## config.mk

```make
export PLATFORM = sky130hd
export DESIGN_NAME = acc_top
export DESIGN_NICKNAME = d
export VERILOG_FILES = /design/src/acc_pkg.sv /design/src/acc_filt_if.sv /design/src/acc_filter.sv /design/src/acc_top.sv
export VERILOG_INCLUDE_DIRS = /design/src
export SDC_FILE = /design/constraint.sdc
export NUM_CORES = 1
export LEC_CHECK = 0
export BUFFER_PORTS_ARGS = -buffer_cell sky130_fd_sc_hd__buf_2
export CORE_ASPECT_RATIO = 0.75
export CORE_UTILIZATION = 64
export CTS_CLUSTER_DIAMETER = 120
export DETAILED_ROUTE_END_ITERATION = 10
export PLACE_DENSITY = 0.94
export SETUP_SLACK_MARGIN = 0.4
export SLEW_MARGIN = 20
export SYNTH_ARGS = -nofsm -noshare
export SYNTH_HDL_FRONTEND = slang
export SYNTH_SLANG_ARGS = --single-unit
```

## constraint.sdc

```tcl
create_clock -name core_clk -period 7.4 [get_ports core_clk]
set_clock_uncertainty 0.2 [all_clocks]
set_input_delay 2.22 -clock core_clk [delete_from_list [all_inputs] [get_ports core_clk]]
set_output_delay 2.22 -clock core_clk [all_outputs]
set_load 0.1 [all_outputs]
```

## src/acc_regs.svh

```systemverilog
// register offsets, field positions, reset values and timing for the comparator control
`ifndef ACC_REGS_SVH
`define ACC_REGS_SVH

// ---------------------------------------------------------------
// register map
// ---------------------------------------------------------------
`define ACC_CH0_CTRL_OFF 16'hF920
`define ACC_CH0_MODE_OFF 16'hF922
`define ACC_CH1_CTRL_OFF 16'hF928
`define ACC_CH1_MODE_OFF 16'hF92A
`define ACC_CTRL_RST 8'h00
`define ACC_MODE_RST 16'h0000

// ---------------------------------------------------------------
// field positions
// ---------------------------------------------------------------
`define ACC_CTRL_EN_BIT 0
`define ACC_CTRL_D_BIT 1
`define ACC_CTRL_RF_BIT 2
`define ACC_MODE_COND_LSB 0
`define ACC_MODE_FSEL_LSB 4
`define ACC_MODE_SMP_LSB 8
`define ACC_MODE_CK_BIT 12

// ---------------------------------------------------------------
// timing
// ---------------------------------------------------------------
`define ACC_CLK_NS 20
`define ACC_LS_PHI_NS 30518
`define ACC_LS_FILT_NS 61000
`define ACC_HS64_NS 4000
`define ACC_HS128_NS 8000
`define ACC_LS_PHI_CYC ((`ACC_LS_PHI_NS) / (`ACC_CLK_NS))
`define ACC_LS_FILT_CYC ((`ACC_LS_FILT_NS) / (`ACC_CLK_NS))
`define ACC_HS64_CYC ((`ACC_HS64_NS) / (`ACC_CLK_NS))
`define ACC_HS128_CYC ((`ACC_HS128_NS) / (`ACC_CLK_NS))
`define ACC_TRDY_LS_NF 3'h2
`define ACC_TRDY_LS_F 3'h3
`define ACC_TRDY_HS_NF 3'h3
`define ACC_TRDY_HS64 3'h4
`define ACC_TRDY_HS128 3'h3

`endif

```

## src/acc_pkg.sv

```systemverilog
// types for the comparator control
package acc_pkg;
   typedef enum logic [1:0] {ACC_IDLE, ACC_WAIT_RDY, ACC_MEASURE, ACC_WAIT_END} acc_state_t;
   typedef logic [15:0] acc_word_t;
endpackage : acc_pkg

```

## src/acc_filt_if.sv

```systemverilog
// link between a channel and its clock and filter stage
`timescale 1ns/1ns
interface acc_filt_if;
   logic clk_sel;
   logic [1:0] smp_sel;
   logic stop_mode;
   logic restart;
   logic phi_tick;
   logic filt_on;
   logic filt_out;
   modport chan (output clk_sel, output smp_sel, output stop_mode, output restart,
      input phi_tick, input filt_on, input filt_out);
   modport filt (input clk_sel, input smp_sel, input stop_mode, input restart,
      output phi_tick, output filt_on, output filt_out);
endinterface : acc_filt_if

```

## src/acc_filter.sv

```systemverilog
// operating clock tick, input synchroniser and sampling filter of one channel
`timescale 1ns/1ns
`include "acc_regs.svh"
module acc_filter
   import acc_pkg::*;
#(
   parameter int CNT_W = 12
)
(
   // clock and reset
   input wire logic core_clk,
   input wire logic rst_n,
   // raw comparator output
   input wire logic analog_compare_out,
   // channel side
   acc_filt_if.filt fif
);
   // ---------------------------------------------------------------
   // checks
   // ---------------------------------------------------------------
   if (CNT_W < 12 || CNT_W > 16)
   begin : g_chk
      $error("acc_filter: CNT_W must be 12 to 16");
   end

   localparam logic [CNT_W-1:0] LS_PHI = CNT_W'(`ACC_LS_PHI_CYC);
   localparam logic [CNT_W-1:0] LS_FILT = CNT_W'(`ACC_LS_FILT_CYC);
   localparam logic [CNT_W-1:0] HS64 = CNT_W'(`ACC_HS64_CYC);
   localparam logic [CNT_W-1:0] HS128 = CNT_W'(`ACC_HS128_CYC);

   logic [CNT_W-1:0] div_reg;
   logic [CNT_W-1:0] period;
   logic sync1_reg;
   logic sync2_reg;
   logic samp_reg;
   logic out_reg;
   wire ls_filt;
   wire hs_filt;
   wire tick;

   // ---------------------------------------------------------------
   // rate selection
   // ---------------------------------------------------------------
   assign ls_filt = !fif.clk_sel && fif.smp_sel[0];
   assign hs_filt = fif.clk_sel && fif.smp_sel[1];
   assign fif.filt_on = (ls_filt || hs_filt) && !fif.stop_mode;
   assign period = !fif.clk_sel ? (fif.filt_on ? LS_FILT : LS_PHI)
      : ((fif.filt_on && fif.smp_sel[0]) ? HS128 : HS64);
   assign tick = (div_reg == period - CNT_W'(1));
   assign fif.phi_tick = tick && !fif.restart;
   assign fif.filt_out = out_reg;

   // ---------------------------------------------------------------
   // divider
   // ---------------------------------------------------------------
   always_ff @(posedge core_clk or negedge rst_n)
   begin
      if (!rst_n)
         div_reg <= '0;
      else if (fif.restart || tick)
         div_reg <= '0;
      else
         div_reg <= div_reg + CNT_W'(1);
   end

   // ---------------------------------------------------------------
   // synchroniser and filter
   // ---------------------------------------------------------------
   always_ff @(posedge core_clk or negedge rst_n)
   begin
      if (!rst_n)
      begin
         sync1_reg <= 1'b0;
         sync2_reg <= 1'b0;
         samp_reg <= 1'b0;
         out_reg <= 1'b0;
      end
      else
      begin
         sync1_reg <= analog_compare_out;
         sync2_reg <= sync1_reg;
         if (!fif.filt_on)
            out_reg <= sync2_reg;
         else if (fif.phi_tick)
         begin
            samp_reg <= sync2_reg;
            if (samp_reg == sync2_reg)
               out_reg <= sync2_reg;
         end
      end
   end
endmodule : acc_filter

```

## src/acc_top.sv

```systemverilog
// two channel analog comparator control with register port
//
// Operation
// - control bit 0 starts, stops, shows measurement
// - bit 1 reads comparator result, resets 0
// - result kept when measurement stops
// - valid flag low until result valid
// - mode bits 5:4 pick single, monitor, supervisor
// - single mode: one compare, conditional interrupt, stop
// - single mode condition bit 1 selects level
// - monitor mode: always interrupt, then stop
// - supervisor condition 00 gives no interrupt
// - supervisor 01: interrupt on low or fall
// - supervisor 10: interrupt on high or rise
// - supervisor 11: high at start, both edges
// - supervisor runs until software stops it
// - bit 12 clock select, low speed filter
// - stop mode disables filtering
// - trigger follows condition, valid in supervisor only
// - supervisor valid flag after ready delay
// - single modes clear enable after end delay
//
// Added by the designer: the plain strobed port.
`timescale 1ns/1ns
`include "acc_regs.svh"
module acc_top
   import acc_pkg::*;
#(
   parameter int CNT_W = 12
)
(
   // clock and reset
   input wire logic core_clk,
   input wire logic rst_n,
   // register port
   input wire logic [15:0] reg_addr,
   input wire logic [15:0] reg_wdata,
   input wire logic reg_wr,
   input wire logic reg_rd,
   output logic [15:0] reg_rdata,
   // system state
   input wire logic stop_mode,
   // comparator cores
   input wire logic [1:0] analog_compare_out,
   // events
   output logic [1:0] judge_irq,
   output logic [1:0] trigger_out
);
   // ---------------------------------------------------------------
   // checks
   // ---------------------------------------------------------------
   if (CNT_W < 12 || CNT_W > 16)
   begin : g_chk
      $error("acc_top: CNT_W must be 12 to 16");
   end

   if (`ACC_LS_FILT_CYC >= (1 << CNT_W))
   begin : g_chk_span
      $error("acc_top: CNT_W too narrow for the slowest period");
   end

   localparam logic [15:0] CTRL_OFF [2] = '{`ACC_CH0_CTRL_OFF, `ACC_CH1_CTRL_OFF};
   localparam logic [15:0] MODE_OFF [2] = '{`ACC_CH0_MODE_OFF, `ACC_CH1_MODE_OFF};

   logic [7:0] ctrl_rd [2];
   logic [15:0] mode_rd [2];
   logic [1:0] ctrl_hit;
   logic [1:0] mode_hit;
   logic [15:0] rdata_next;
   logic [15:0] rdata_reg;

   // ---------------------------------------------------------------
   // read path
   // ---------------------------------------------------------------
   assign rdata_next = ctrl_hit[0] ? {8'h00, ctrl_rd[0]}
      : ctrl_hit[1] ? {8'h00, ctrl_rd[1]}
      : mode_hit[0] ? mode_rd[0]
      : mode_hit[1] ? mode_rd[1]
      : 16'h0000;

   always_ff @(posedge core_clk or negedge rst_n)
   begin
      if (!rst_n)
         rdata_reg <= 16'h0000;
      else if (reg_rd)
         rdata_reg <= rdata_next;
      else
         rdata_reg <= 16'h0000;
   end

   assign reg_rdata = rdata_reg;

   // ---------------------------------------------------------------
   // channels
   // ---------------------------------------------------------------
   for (genvar ch = 0; ch < 2; ch++)
   begin : g_ch
      acc_filt_if fif ();

      acc_state_t state_reg;
      logic [4:0] ctrl_spare_reg;
      logic [15:0] mode_reg;
      logic en_reg;
      logic d_reg;
      logic rf_reg;
      logic [2:0] cnt_reg;
      logic irq_reg;
      logic trig_reg;
      logic [2:0] trdy;
      logic [1:0] cond;
      logic [1:0] fsel;
      logic ctrl_wr;
      logic mode_wr;
      logic sw_start;
      logic sw_stop;
      logic is_sup;
      logic is_mon;
      logic is_single;
      logic filt;
      logic rdy_done;
      logic end_done;
      logic measuring;
      logic rise;
      logic fall;
      logic start_ev;
      logic edge_ev;
      logic single_ev;
      logic hi_trig;
      logic lo_trig;
      logic irq_next;
      logic trig_next;
      logic [2:0] trdy_ls;
      logic [2:0] trdy_hs;
      logic start_hi;
      logic start_lo;
      logic irq_pend_reg;
      logic trig_pend_reg;
      logic irq_fire;
      logic trig_fire;

      // ---------------------------------------------------------------
      // decode
      // ---------------------------------------------------------------
      assign ctrl_hit[ch] = (reg_addr == CTRL_OFF[ch]);
      assign mode_hit[ch] = (reg_addr == MODE_OFF[ch]);
      assign ctrl_wr = reg_wr && ctrl_hit[ch];
      assign mode_wr = reg_wr && mode_hit[ch] && !en_reg;
      assign sw_start = ctrl_wr && reg_wdata[`ACC_CTRL_EN_BIT] && !en_reg;
      assign sw_stop = ctrl_wr && !reg_wdata[`ACC_CTRL_EN_BIT];
      assign ctrl_rd[ch] = {ctrl_spare_reg, rf_reg, d_reg, en_reg};
      assign mode_rd[ch] = mode_reg;

      // ---------------------------------------------------------------
      // mode fields
      // ---------------------------------------------------------------
      assign cond = mode_reg[`ACC_MODE_COND_LSB +: 2];
      assign fsel = mode_reg[`ACC_MODE_FSEL_LSB +: 2];
      assign is_sup = fsel[1];
      assign is_mon = (fsel == 2'h1);
      assign is_single = (fsel == 2'h0);

      // ---------------------------------------------------------------
      // clock and filter stage
      // ---------------------------------------------------------------
      assign fif.clk_sel = mode_reg[`ACC_MODE_CK_BIT];
      assign fif.smp_sel = mode_reg[`ACC_MODE_SMP_LSB +: 2];
      assign fif.stop_mode = stop_mode;
      assign fif.restart = sw_start;
      assign filt = fif.filt_out;

      acc_filter #(
         .CNT_W(CNT_W)
      ) u_filter (
         .core_clk(core_clk),
         .rst_n(rst_n),
         .analog_compare_out(analog_compare_out[ch]),
         .fif(fif.filt)
      );

      // ---------------------------------------------------------------
      // ready delay in operating ticks
      // ---------------------------------------------------------------
      assign trdy_ls = fif.filt_on ? `ACC_TRDY_LS_F : `ACC_TRDY_LS_NF;
      assign trdy_hs = !fif.filt_on ? `ACC_TRDY_HS_NF
         : fif.smp_sel[0] ? `ACC_TRDY_HS128 : `ACC_TRDY_HS64;
      assign trdy = fif.clk_sel ? trdy_hs : trdy_ls;

      // ---------------------------------------------------------------
      // sequence events
      // ---------------------------------------------------------------
      assign rdy_done = (state_reg == ACC_WAIT_RDY) && fif.phi_tick && !sw_stop
         && (cnt_reg == trdy - 3'h1);
      assign end_done = (state_reg == ACC_WAIT_END) && fif.phi_tick;
      assign measuring = (state_reg == ACC_MEASURE) && !sw_stop;
      assign rise = measuring && filt && !d_reg;
      assign fall = measuring && !filt && d_reg;

      // ---------------------------------------------------------------
      // interrupt conditions
      // ---------------------------------------------------------------
      assign start_hi = rdy_done && filt;
      assign start_lo = rdy_done && !filt;
      assign start_ev = is_sup
         && (((cond == 2'h1) && start_lo) || (cond[1] && start_hi));
      assign edge_ev = ((cond == 2'h1) && fall)
         || ((cond == 2'h2) && rise)
         || ((cond == 2'h3) && (rise || fall));
      assign single_ev = rdy_done
         && ((is_single && (cond[1] == filt)) || is_mon);
      assign irq_next = start_ev || edge_ev || single_ev;

      // ---------------------------------------------------------------
      // trigger follows the condition setting
      // ---------------------------------------------------------------
      assign hi_trig = is_sup && (start_hi || rise);
      assign lo_trig = is_sup && (start_lo || fall);
      assign trig_next = (cond == 2'h1) ? lo_trig
         : (cond == 2'h3) ? (hi_trig || lo_trig) : hi_trig;

      // ---------------------------------------------------------------
      // pulse spacing, back to back events stay separate pulses
      // ---------------------------------------------------------------
      assign irq_fire = (irq_next || irq_pend_reg) && !irq_reg;
      assign trig_fire = (trig_next || trig_pend_reg) && !trig_reg;

      // ---------------------------------------------------------------
      // registers
      // ---------------------------------------------------------------
      always_ff @(posedge core_clk or negedge rst_n)
      begin
         if (!rst_n)
         begin
            ctrl_spare_reg <= 5'(`ACC_CTRL_RST >> 3);
            mode_reg <= `ACC_MODE_RST;
         end
         else
         begin
            if (ctrl_wr)
               ctrl_spare_reg <= reg_wdata[7:3];
            if (mode_wr)
               mode_reg <= reg_wdata;
         end
      end

      // ---------------------------------------------------------------
      // measurement sequence
      // ---------------------------------------------------------------
      always_ff @(posedge core_clk or negedge rst_n)
      begin
         if (!rst_n)
         begin
            state_reg <= ACC_IDLE;
            en_reg <= 1'b0;
            cnt_reg <= 3'h0;
         end
         else
         begin
            case (state_reg)
               ACC_IDLE:
               begin
                  if (sw_start)
                  begin
                     state_reg <= ACC_WAIT_RDY;
                     en_reg <= 1'b1;
                     cnt_reg <= 3'h0;
                  end
               end
               ACC_WAIT_RDY:
               begin
                  if (sw_stop)
                  begin
                     state_reg <= ACC_IDLE;
                     en_reg <= 1'b0;
                  end
                  else if (rdy_done)
                     state_reg <= is_sup ? ACC_MEASURE : ACC_WAIT_END;
                  else if (fif.phi_tick)
                     cnt_reg <= cnt_reg + 3'h1;
               end
               ACC_MEASURE:
               begin
                  if (sw_stop)
                  begin
                     state_reg <= ACC_IDLE;
                     en_reg <= 1'b0;
                  end
               end
               ACC_WAIT_END:
               begin
                  if (sw_stop || end_done)
                  begin
                     state_reg <= ACC_IDLE;
                     en_reg <= 1'b0;
                  end
               end
               default:
               begin
                  state_reg <= ACC_IDLE;
                  en_reg <= 1'b0;
               end
            endcase
         end
      end

      // ---------------------------------------------------------------
      // result, valid flag and event pulses
      // ---------------------------------------------------------------
      always_ff @(posedge core_clk or negedge rst_n)
      begin
         if (!rst_n)
         begin
            d_reg <= 1'b0;
            rf_reg <= 1'b0;
            irq_reg <= 1'b0;
            trig_reg <= 1'b0;
            irq_pend_reg <= 1'b0;
            trig_pend_reg <= 1'b0;
         end
         else
         begin
            if (sw_start)
               rf_reg <= 1'b0;
            else if (rdy_done)
               rf_reg <= 1'b1;
            if (rdy_done || measuring)
               d_reg <= filt;
            irq_reg <= irq_fire;
            trig_reg <= trig_fire;
            irq_pend_reg <= !sw_stop
               && (irq_reg ? (irq_next || irq_pend_reg) : (irq_next && irq_pend_reg));
            trig_pend_reg <= !sw_stop
               && (trig_reg ? (trig_next || trig_pend_reg) : (trig_next && trig_pend_reg));
         end
      end

      // ---------------------------------------------------------------
      // outputs
      // ---------------------------------------------------------------
      assign judge_irq[ch] = irq_reg;
      assign trigger_out[ch] = trig_reg;
   end
endmodule : acc_top

```

Word level (Yosys, flattened, before mapping)
Index checks and enable logic that the tools add are counted.
{"block": "word_totals", "ff_bits": 114, "inputBits": 39, "out_inout_bits": 20}
{"block": "classes", "addsub": 8, "eq_ne": 46, "muxes": 71, "reduce_logical": 146}
{"cell": "two-way mux 16 bit", "n": 5}
{"cell": "logical AND 1 bit", "n": 76}
{"cell": "two-way mux 12 bit", "n": 6}
{"cell": "equality test 16 bit (second input constant)", "n": 4}
{"cell": "two-way mux 3 bit", "n": 14}
{"cell": "logical OR 1 bit", "n": 32}
{"cell": "two-way mux 1 bit", "n": 28}
{"cell": "adder 12 x 1 -> 12 bit (second input constant)", "n": 2}
{"cell": "equality test 12 bit", "n": 2}
{"cell": "subtractor 12 x 1 -> 12 bit (second input constant)", "n": 2}
{"cell": "two-way mux 2 bit", "n": 10}
{"cell": "!= test 2 bit (second input constant)", "n": 10}
{"cell": "logical NOT 1 bit", "n": 18}
{"cell": "two-way mux 9 bit", "n": 2}
{"cell": "equality test 2 bit (second input constant)", "n": 8}
{"cell": "!= test 2 x 1 -> 1 bit (second input constant)", "n": 8}
{"cell": "one-hot mux 2 bit (4 select lines)", "n": 2}
{"cell": "equality test 2 x 1 -> 1 bit (second input constant)", "n": 6}
{"cell": "one-hot mux 3 bit (2 select lines)", "n": 2}
{"cell": "AND reduction 5 bit", "n": 2}
{"cell": "logical NOT 2 bit", "n": 4}
{"cell": "AND reduction 2 bit", "n": 4}
{"cell": "AND reduction 4 bit", "n": 2}
{"cell": "nonzero test 2 bit", "n": 4}
{"cell": "8 further kinds", "n": 18}

Longest topological paths before layout
Gate-level depths: netlist of the first run.
{"block": "logic_depth", "depth_word": 22, "mapped_depth": 11}

Hierarchy
A second synthesis of the first run with hierarchy kept.
{"block": "hier_totals", "cells_unflattened": 578, "area_unflattened_um2": 6188.4}
{"module": "acc_top", "n_inst": 1, "cells_each": 392, "area_each_um2": 4346.7}
{"module": "acc_filter", "n_inst": 2, "cells_each": 93, "area_each_um2": 920.9}

Least setup slack after synthesis of the first run
OpenSTA, ideal clock, no wires.
{"block": "synth_path", "path_kind": "input -> register", "from": "input port reg_addr[4]", "to": "register g_ch[0].en_reg", "t_arrival_ps": 4639, "t_required_ps": 7075, "path_slack_ps": 2436, "path_stages": 8, "n_path_buf": 1, "path_cell_list": "or4b_4 or4_4 or4_4 buf_6 and2_4 a22o_4 a21oi_1 mux2_2"}
{"block": "synth_via", "elab_chain_len": 10, "elab_cells_between_ends": 13, "classes_between": "eq/ne (4); reduce/logical (9)"}
{"element": "start: declaration", "line_no": "acc_top.sv:36", "source": "input wire logic [15:0] reg_addr,"}
{"element": "equality test 16 bit (*)", "line_no": "acc_top.sv:144", "source": "assign ctrl_hit[ch] = (reg_addr == CTRL_OFF[ch]);"}
{"element": "logical AND 1 bit (*)", "line_no": "acc_top.sv:146", "source": "assign ctrl_wr = reg_wr && ctrl_hit[ch];"}
{"element": "logical AND 1 bit (2 in series)", "line_no": "acc_top.sv:148", "source": "assign sw_start = ctrl_wr && reg_wdata[`ACC_CTRL_EN_BIT] && !en_reg;"}
{"element": "logical NOT 1 bit", "line_no": "acc_filter.sv:50", "source": "assign fif.phi_tick = tick && !fif.restart;"}
{"element": "logical AND 1 bit", "line_no": "acc_filter.sv:50"}
{"element": "logical AND 1 bit", "line_no": "acc_top.sv:193", "source": "assign end_done = (state_reg == ACC_WAIT_END) && fif.phi_tick;"}
{"element": "logical OR 1 bit", "line_no": "acc_top.sv:290", "source": "if (sw_stop || end_done)"}
{"element": "!= test 2 x 1 -> 1 bit (no source line)"}
{"element": "AND reduction 3 bit (no source line) (*)"}
{"element": "end signal: assignment", "line_no": "acc_top.sv:285", "source": "en_reg <= 1'b0;"}
{"element": "end signal: assignment", "line_no": "acc_top.sv:293", "source": "en_reg <= 1'b0;"}
{"element": "end signal: assignment", "line_no": "acc_top.sv:299", "source": "en_reg <= 1'b0;"}
{"element": "end: declaration", "line_no": "acc_top.sv:103", "source": "logic en_reg;"}
Mark *: on every way between the ends. The rest lies on a longest branch, timed or not.
A chain may end at the register's enable or synchronous reset.

Worst setup path after layout of the first run
{"block": "layout_path", "from": "input port reg_addr[4]", "to": "register g_ch[1].cnt_reg[2]"}
{"block": "layout_via", "elab_chain_len": 11, "elab_cells_between_ends": 16, "classes_between": "eq/ne (5); reduce/logical (11)"}
{"element": "equality test 16 bit (*)", "line_no": "acc_top.sv:144"}
{"element": "logical AND 1 bit (*)", "line_no": "acc_top.sv:146"}
{"element": "logical AND 1 bit (2 in series)", "line_no": "acc_top.sv:148"}
{"element": "logical NOT 1 bit", "line_no": "acc_filter.sv:50"}
{"element": "logical AND 1 bit", "line_no": "acc_filter.sv:50"}
{"element": "logical AND 1 bit (2 in series)", "line_no": "acc_top.sv:191", "source": "assign rdy_done = (state_reg == ACC_WAIT_RDY) && fif.phi_tick && !sw_stop"}
{"element": "logical AND 1 bit", "line_no": "acc_top.sv:192", "source": "&& (cnt_reg == trdy - 3'h1);"}
{"element": "!= test 2 bit (no source line)"}
{"element": "AND reduction 5 bit (no source line) (*)"}
{"element": "end signal: assignment", "line_no": "acc_top.sv:278", "source": "cnt_reg <= cnt_reg + 3'h1;"}
{"element": "end: declaration", "line_no": "acc_top.sv:106", "source": "logic [2:0] cnt_reg;"}
Marked as above.

==> run metrics, run 1 <==
outcome=finished, final reports clean; FF-to-FF End=g_ch[1].state_reg[0]$_DFFE_PN0P_; Worst-Margin Slew=between 1 and 1.5 ns; drt via density=around 6.6; hold depth=0; Avg Synthesized Cell Area=10.8 µm²; antenna-violating nets left=0; total congestion overflow=0; Hold Crit Class=reg2reg; Synth Instances=544; Filler cells=between 400 and 500; Remaining DRCs=0; Max rail drop VDD=approximately 0.27 mV; RSZ-0062 raised after global routing=false; cts bufs inserted=17; clk slew on worst S/H paths=around 0.060 ns; fin crit period=4.87 ns; Antenna Cells=0; Initial Utilization=0.678; startpoint types=input port; sw power=roughly 0.00038 W; layout net count=650; Chip Width=approximately 110 µm; Initial DRC Count=approximately 500; cell area after layout=approximately 6800 µm²; PostCTS Resize Cnt=0; number of synthesis warnings=0; Hold Crit Start=g_ch[1].u_filter.sync1_reg$_DFF_PN0_; htree depth=4; fraction of layout cells with a size suffix above 1=0.272; Final period util=0.657; Post-Route Utilization=0.781; number of synthesized flops with an enable pin=0; Final setup violation count=0; GPL Wtd Cong=about 0.87; CP required=approximately 7.5 ns; crit path max fanout=5; Routed wire per std cell=20.0 µm; postcts setup bufs=0; Top FF cell, synth=dfrtp_1; LEAKAGE=3.24 nW; port bufs=58; die span in y=between 80 and 90 µm; sequential share of power=0.428; Pwr Density=227 nW/µm²; max-slew violations=0; vias in the first global route=~4800; GRT Util Overall=0.332; wire length of the first global-routing pass=between 20000 and 25000 µm; Comb power frac=0.072; Int Pwr=around 0.0012 W; Root Driver=clkbuf_16; CP Capture Type=register; Post-DP HPWL=slightly above 9000 µm; Synth Cell Area=between 5000 and 6000 µm²; largest net degree at the start of global routing=60; CTS sink count=approximately 110; via count=around 4700; Setup TNS=0 ns; Worst Hold Path EP=g_ch[1].u_filter.sync2_reg$_DFF_PN0_; syn nets=about 600; CP arrival=a little under 5 ns; R2R Path Start=g_ch[1].mode_reg[12]$_DFFE_PN0P_; max_cap viols=0; dpl cell area=between 6000 and 7000 µm²; clock latency on the worst-skew pair=approximately 0.42 ns; die area=~9600 µm²; number of synthesized register bits=114; switch share=0.245; max reg flops=32; sequential area share after synthesis=0.485; Routed WL=~14000 µm; # IOs=just under 60; Reg2Reg Setup Slack=around 4.1 ns; Setup CP Type=in2reg; Slew headroom=0.262; power share of the clock group=0.500; Fmax=206 MHz; final hold violations=0; Core Area=8670 µm²; count of different cell masters after synthesis=63; asr flop ratio synth=1.00; reg2reg path depth=7; # hold bufs at CTS=0; CTS Buffer Depth=2; # rows=29; CTS tree=built; drt first pass iters=7; P&R area growth vs syn=15.1%; initial antenna violation count=0
## cell usage after synthesis (7+ instances only)
library cell / number / area share
dfrtp_1: 114 / 0.48
nor2_1: 60 / 0.038
mux2_2: 48 / 0.092
nand2_1: 38 / 0.024
nand3_1: 26 / 0.022
clkbuf_1: 20 / 0.013
o21ai_0: 17 / 0.014
and3_1: 16 / 0.017
inv_1: 15 / 0.0096
ha_1: 14 / 0.030
xor2_1: 14 / 0.021
a21oi_1: 13 / 0.011
mux2i_1: 12 / 0.020
xnor2_1: 10 / 0.015
mux4_2: 8 / 0.031
nor2b_1: 8 / 0.0085
nor4bb_1: 7 / 0.012
or2_2: 7 / 0.0074
## metrics by stage
step	hold slack [ns]	setup slack, ns	std cells	total power [W]
after global placement	0.136	2.30	686	0.000763
after detailed placement	0.143	2.21	686	0.000772
after CTS	0.150	2.63	718	0.00154
final	0.153	2.53	718	0.00154
after global routing	0.167	2.47	718	0.00158
after floorplan	0.131	2.44	544	0.000728
## per-layer routing
metal	vias to the layer above	routed length [µm]	global-route usage
met5	-	0	0
met4	0	620	0.175
met3	76	1230	0.100
met2	278	6920	0.530
met1	2299	5620	0.411
li1	2064	-	-
## power by group through the flow
| stage | logic (W) | registers [W] | clock network, W |
|---|---|---|---|
| floorplan | 0.0000698 | 0.000658 | 0 |
| global placement | 0.0000975 | 0.000665 | 0 |
| detailed placement | 0.000105 | 0.000667 | 0 |
| CTS | 0.000109 | 0.000657 | 0.000772 |
| global route | 0.000120 | 0.000660 | 0.000801 |
| finish | 0.000110 | 0.000658 | 0.000768 |
## critical path, cell delays in order
cell and delay (ns):
buf_2 0.10, or4b_4 0.55, or4_4 0.47, nor4_1 0.81, nor2_1 0.23, nand2_1 0.18, mux2i_1 0.29, o2bb2ai_1 0.11
## worst max-delay path by stage
stage,startpoint,endpoint,slack [ns],depth (start not counted)
after floorplan,reg_addr[4],g_ch[0].en_reg$_DFFE_PN0P_,2.44,8
after global placement,reg_addr[4],g_ch[0].en_reg$_DFFE_PN0P_,2.30,8
after detailed placement,reg_addr[4],g_ch[0].en_reg$_DFFE_PN0P_,2.21,8
after CTS,reg_addr[4],g_ch[0].en_reg$_DFFE_PN0P_,2.63,8
after global routing,reg_addr[4],g_ch[1].cnt_reg[2]$_DFFE_PN0P_,2.47,8
final,reg_addr[4],g_ch[1].cnt_reg[2]$_DFFE_PN0P_,2.53,8
## cell usage in the layout, fill, tap and decap left out, drive strengths merged, types with 3 or more instances in the layout
cell type,netlist,routed
a21boi,4,4
a21oi,13,13
a22o,3,3
a31oi,4,4
and2,3,3
and3,16,16
buf,6,60
clkbuf,20,19
clkinv,0,6
clkinvlp,0,6
dfrtp,114,114
ha,14,14
inv,15,15
mux2,48,48
mux2i,12,12
mux4,8,8
nand2,38,38
nand2b,5,5
nand3,26,26
nand4,6,6
nand4b,5,5
nor2,60,60
nor2b,8,8
nor3,4,4
nor4,6,6
nor4b,4,4
nor4bb,7,7
o211ai,3,3
o21ai,17,17
o22ai,5,5
o31ai,5,5
or2,7,7
or3,3,3
or4,4,4
xnor2,10,10
xor2,14,14
## cell families after synthesis
logic type,synth area share
AOI/OAI and AO/OA,0.0883
buffers and inverters,0.0302
adders and majority gates,0.0298
xor gates and xnor gates,0.0357
and+or+nand+nor,0.188
DFF,0.485
muxes,0.143
## area by class of cell
cell class / instances / area (µm²) / share of cell area
Clock buffer: 19 / 453 / 0.0669
Clock inverter: 13 / 113 / 0.0166
Inverter: 15 / 56.3 / 0.00832
Multi-Input combinational cell: 389 / 2850 / 0.421
Sequential cell: 114 / 2850 / 0.421
Tap cell: 108 / 135 / 0.0200
Timing Repair Buffer: 60 / 308 / 0.0455
Note: power is estimated with default switching activity, not from simulation.
==> run 2, diff against run 1 <==
- ABC_AREA: not set -> 1
- CORE_UTILIZATION: 64 -> 54
- PLACE_DENSITY: 0.94 -> 0.86
- clock period: 7.4 -> 4 ns (I/O delays scaled with it)
==> run 2 against run 1 <==
The run now ends with DRC left; combinational power grew to 5.8 times the previous value; register-to-register slack worse by 2.5 ns; critical path depth is 2 higher; largest cell class unchanged; largest power group unchanged.
==> run metrics, run 2 <==
outcome=complete, but fails checks; failing checks=DRC; Core Area=11100 µm² (+28%); final hold violations=0 (unchanged); post-synth top area share=0.460 (-0.0245); max reg flops=32 (unchanged); Filler cells=911 (+89%); Synth Instances=777 (+43%); htree depth=4 (unchanged); Remaining DRCs=1 (+1); Top FF cell, synth=dfrtp_1; GRT Util Overall=0.263 (-0.0681); layout net count=894 (+38%); Chip Width=126 µm (+12%); syn nets=830 (+39%); crit path max fanout=9 (+4); Post-DP HPWL=10100 µm (+10%); Antenna Cells=0 (unchanged); initial antenna violation count=0 (unchanged); Fmax=approximately 330 MHz; # hold bufs at CTS=0 (unchanged); RSZ-0062 raised after global routing=false; Avg Synthesized Cell Area=7.97 µm² (-26%); Final period util=0.756; max_cap viols=0 (unchanged); LEAKAGE=3.82 nW (+18%); # IOs=59 (unchanged); CTS sink count=114 (unchanged); Setup CP Type=in2reg; Setup TNS=0 ns (unchanged); antenna-violating nets left=0 (unchanged); drt first pass iters=8 (+1); fin crit period=a little over 3 ns; CTS tree=built; CTS Buffer Depth=2 (unchanged); count of different cell masters after synthesis=44 (-30%); leading area contributor after synthesis=dfrtp_1; via count=5367 (+14%); most common cell after layout, fill and taps aside=nand2_1; Routed wire per std cell=14.4 µm (-28%); asr flop ratio synth=1.00 (unchanged); Max rail drop VDD=0.362 mV (+33%); P&R area growth vs syn=15.8%; fraction of layout cells with a size suffix above 1=0.160 (-0.112); vias in the first global route=5057 (+4.4%); PostCTS Resize Cnt=0 (unchanged); number of synthesized register bits=114 (unchanged); CP max stage delay=0.46 ns (-0.35 ns); Initial DRC Count=466 (-7.2%); hold_ws=0.150 ns (-0.00332 ns); postcts setup bufs=0 (unchanged); Final setup violation count=0 (unchanged); Pwr Density=477 nW/µm² (+110%); startpoint types=input port; top post-synthesis cells by area=dfrtp_1, nand2_1, inv_1; Root Driver=clkbuf_16; Slew headroom=0.625 (+0.363); CP max-delay cell=nor3_1; clk slew on worst S/H paths=0.05 ns (about the same); Hold Crit Class=reg2reg; die area=11900 µm² (+24%); CP Capture Type=register; clock latency on the worst-skew pair=0.42 ns (about the same); CP arrival=3.14 ns (-1.82 ns); Worst-Margin Slew=0.558 ns (-0.540 ns); crit-path cells=buf_2, nor2_1, nand3_1, nor2_4, nand2_1, nor3_1, inv_1, o21ai_0, a221oi_1, a211oi_1; CP required=4.11 ns (-3.38 ns); # rows=33 (+14%); Initial Utilization=0.560 (-0.118); most frequent cells in the layout=nand2_1, inv_1, dfrtp_1, nor2_1, buf_2; max-slew violations=0 (unchanged); total congestion overflow=0 (unchanged); wire length of the first global-routing pass=24200 µm (+0.86%); sequential area share after synthesis=0.460 (-0.0245); most common cell in the netlist=nand2_1; largest net degree at the start of global routing=78 (+30%); number of synthesis warnings=0 (unchanged); number of synthesized flops with an enable pin=0 (unchanged); GPL Wtd Cong=0.913 (+5.4%); die span in y=94.8 µm (+11%); cts bufs inserted=17 (unchanged); Synth Cell Area=6200 µm² (+5.3%); Post-synth top cells=nand2_1, inv_1, dfrtp_1, nor2_1, o21ai_0; Routed WL=14300 µm (-0.28%); port bufs=58 (unchanged); drt via density=5.40 (-18%)
run 2: metal layers:
layer | routed length (µm) | global-route usage | up-vias
met5 | 0 | 0 | -
li1 | - | - | 2631
met4 | 435 | 0.129 | 0
met2 | 6480 | 0.403 | 184
met1 | 6720 | 0.359 | 2511
met3 | 710 | 0.0561 | 41
run 2: worst paths after layout:
path	from	to	slack (ns)	cells after the start
min in group asynchronous	rst_n	g_ch[1].u_filter.div_reg[2]$_DFF_PN0_	0.55	1
setup / recovery	reg_addr[9]	reg_rdata[1]$_DFF_PN0_	0.97	10
max in group asynchronous	rst_n	g_ch[0].mode_reg[14]$_DFFE_PN0P_	2.29	2
hold reg to reg	g_ch[0].u_filter.sync1_reg$_DFF_PN0_	g_ch[0].u_filter.sync2_reg$_DFF_PN0_	0.15	0
setup reg to reg	g_ch[0].mode_reg[12]$_DFFE_PN0P_	g_ch[0].cnt_reg[0]$_DFFE_PN0P_	1.57	13
hold / removal	g_ch[0].u_filter.sync1_reg$_DFF_PN0_	g_ch[0].u_filter.sync2_reg$_DFF_PN0_	0.15	0
run 2: report_power, final:
group,internal (W),total (W),switching (W)
sequential,0.00124,0.00131,0.0000732
clock,0.000926,0.00147,0.000540
combinational,0.000221,0.000639,0.000418
run 2: cell type report:
class | instances | area [µm²] | area share
sequential | 114 | 2850 | 0.397
multi-input combinational | 516 | 2750 | 0.382
clock inverter | 14 | 139 | 0.0194
timing repair buffer | 62 | 335 | 0.0467
tap | 140 | 175 | 0.0244
inverter | 130 | 490 | 0.0683
clock buffer | 18 | 439 | 0.0612
run 2: cell families (layout without fill, tap and decap cells):
logic type      count (synthesis)  count (layout)  share of synthesized area
simple gates                  342             342                      0.252
fa+ha+maj                      14              14                     0.0283
compound gates                135             135                      0.124
buf+inv                       147             224                     0.0965
flops                         114             114                      0.460
xor+xnor                       11              11                     0.0156
mux                            14              14                     0.0226
run 2: metrics by stage:
stage	util	worst slack [ns]	instances	instance area (µm²)	total power (W)
2_1_floorplan	-	1.20	777	6200	0.00179
3_3_place_gp	0.596	0.625	962	6600	0.00194
5_1_grt	0.649	0.769	994	7180	0.00359
4_1_cts	0.649	1.02	994	7180	0.00343
3_5_place_dp	0.596	0.579	962	6600	0.00196
6_report	0.649	0.975	994	7180	0.00342
run 2: worst max-delay path: cells and delay by family:
| kind | cells | cell delay [ns] |
|---|---|---|
| and+or+nand+nor | 5 | 1.06 |
| AOI/OAI and AO/OA | 3 | 0.50 |
| buffers and inverters | 2 | 0.37 |
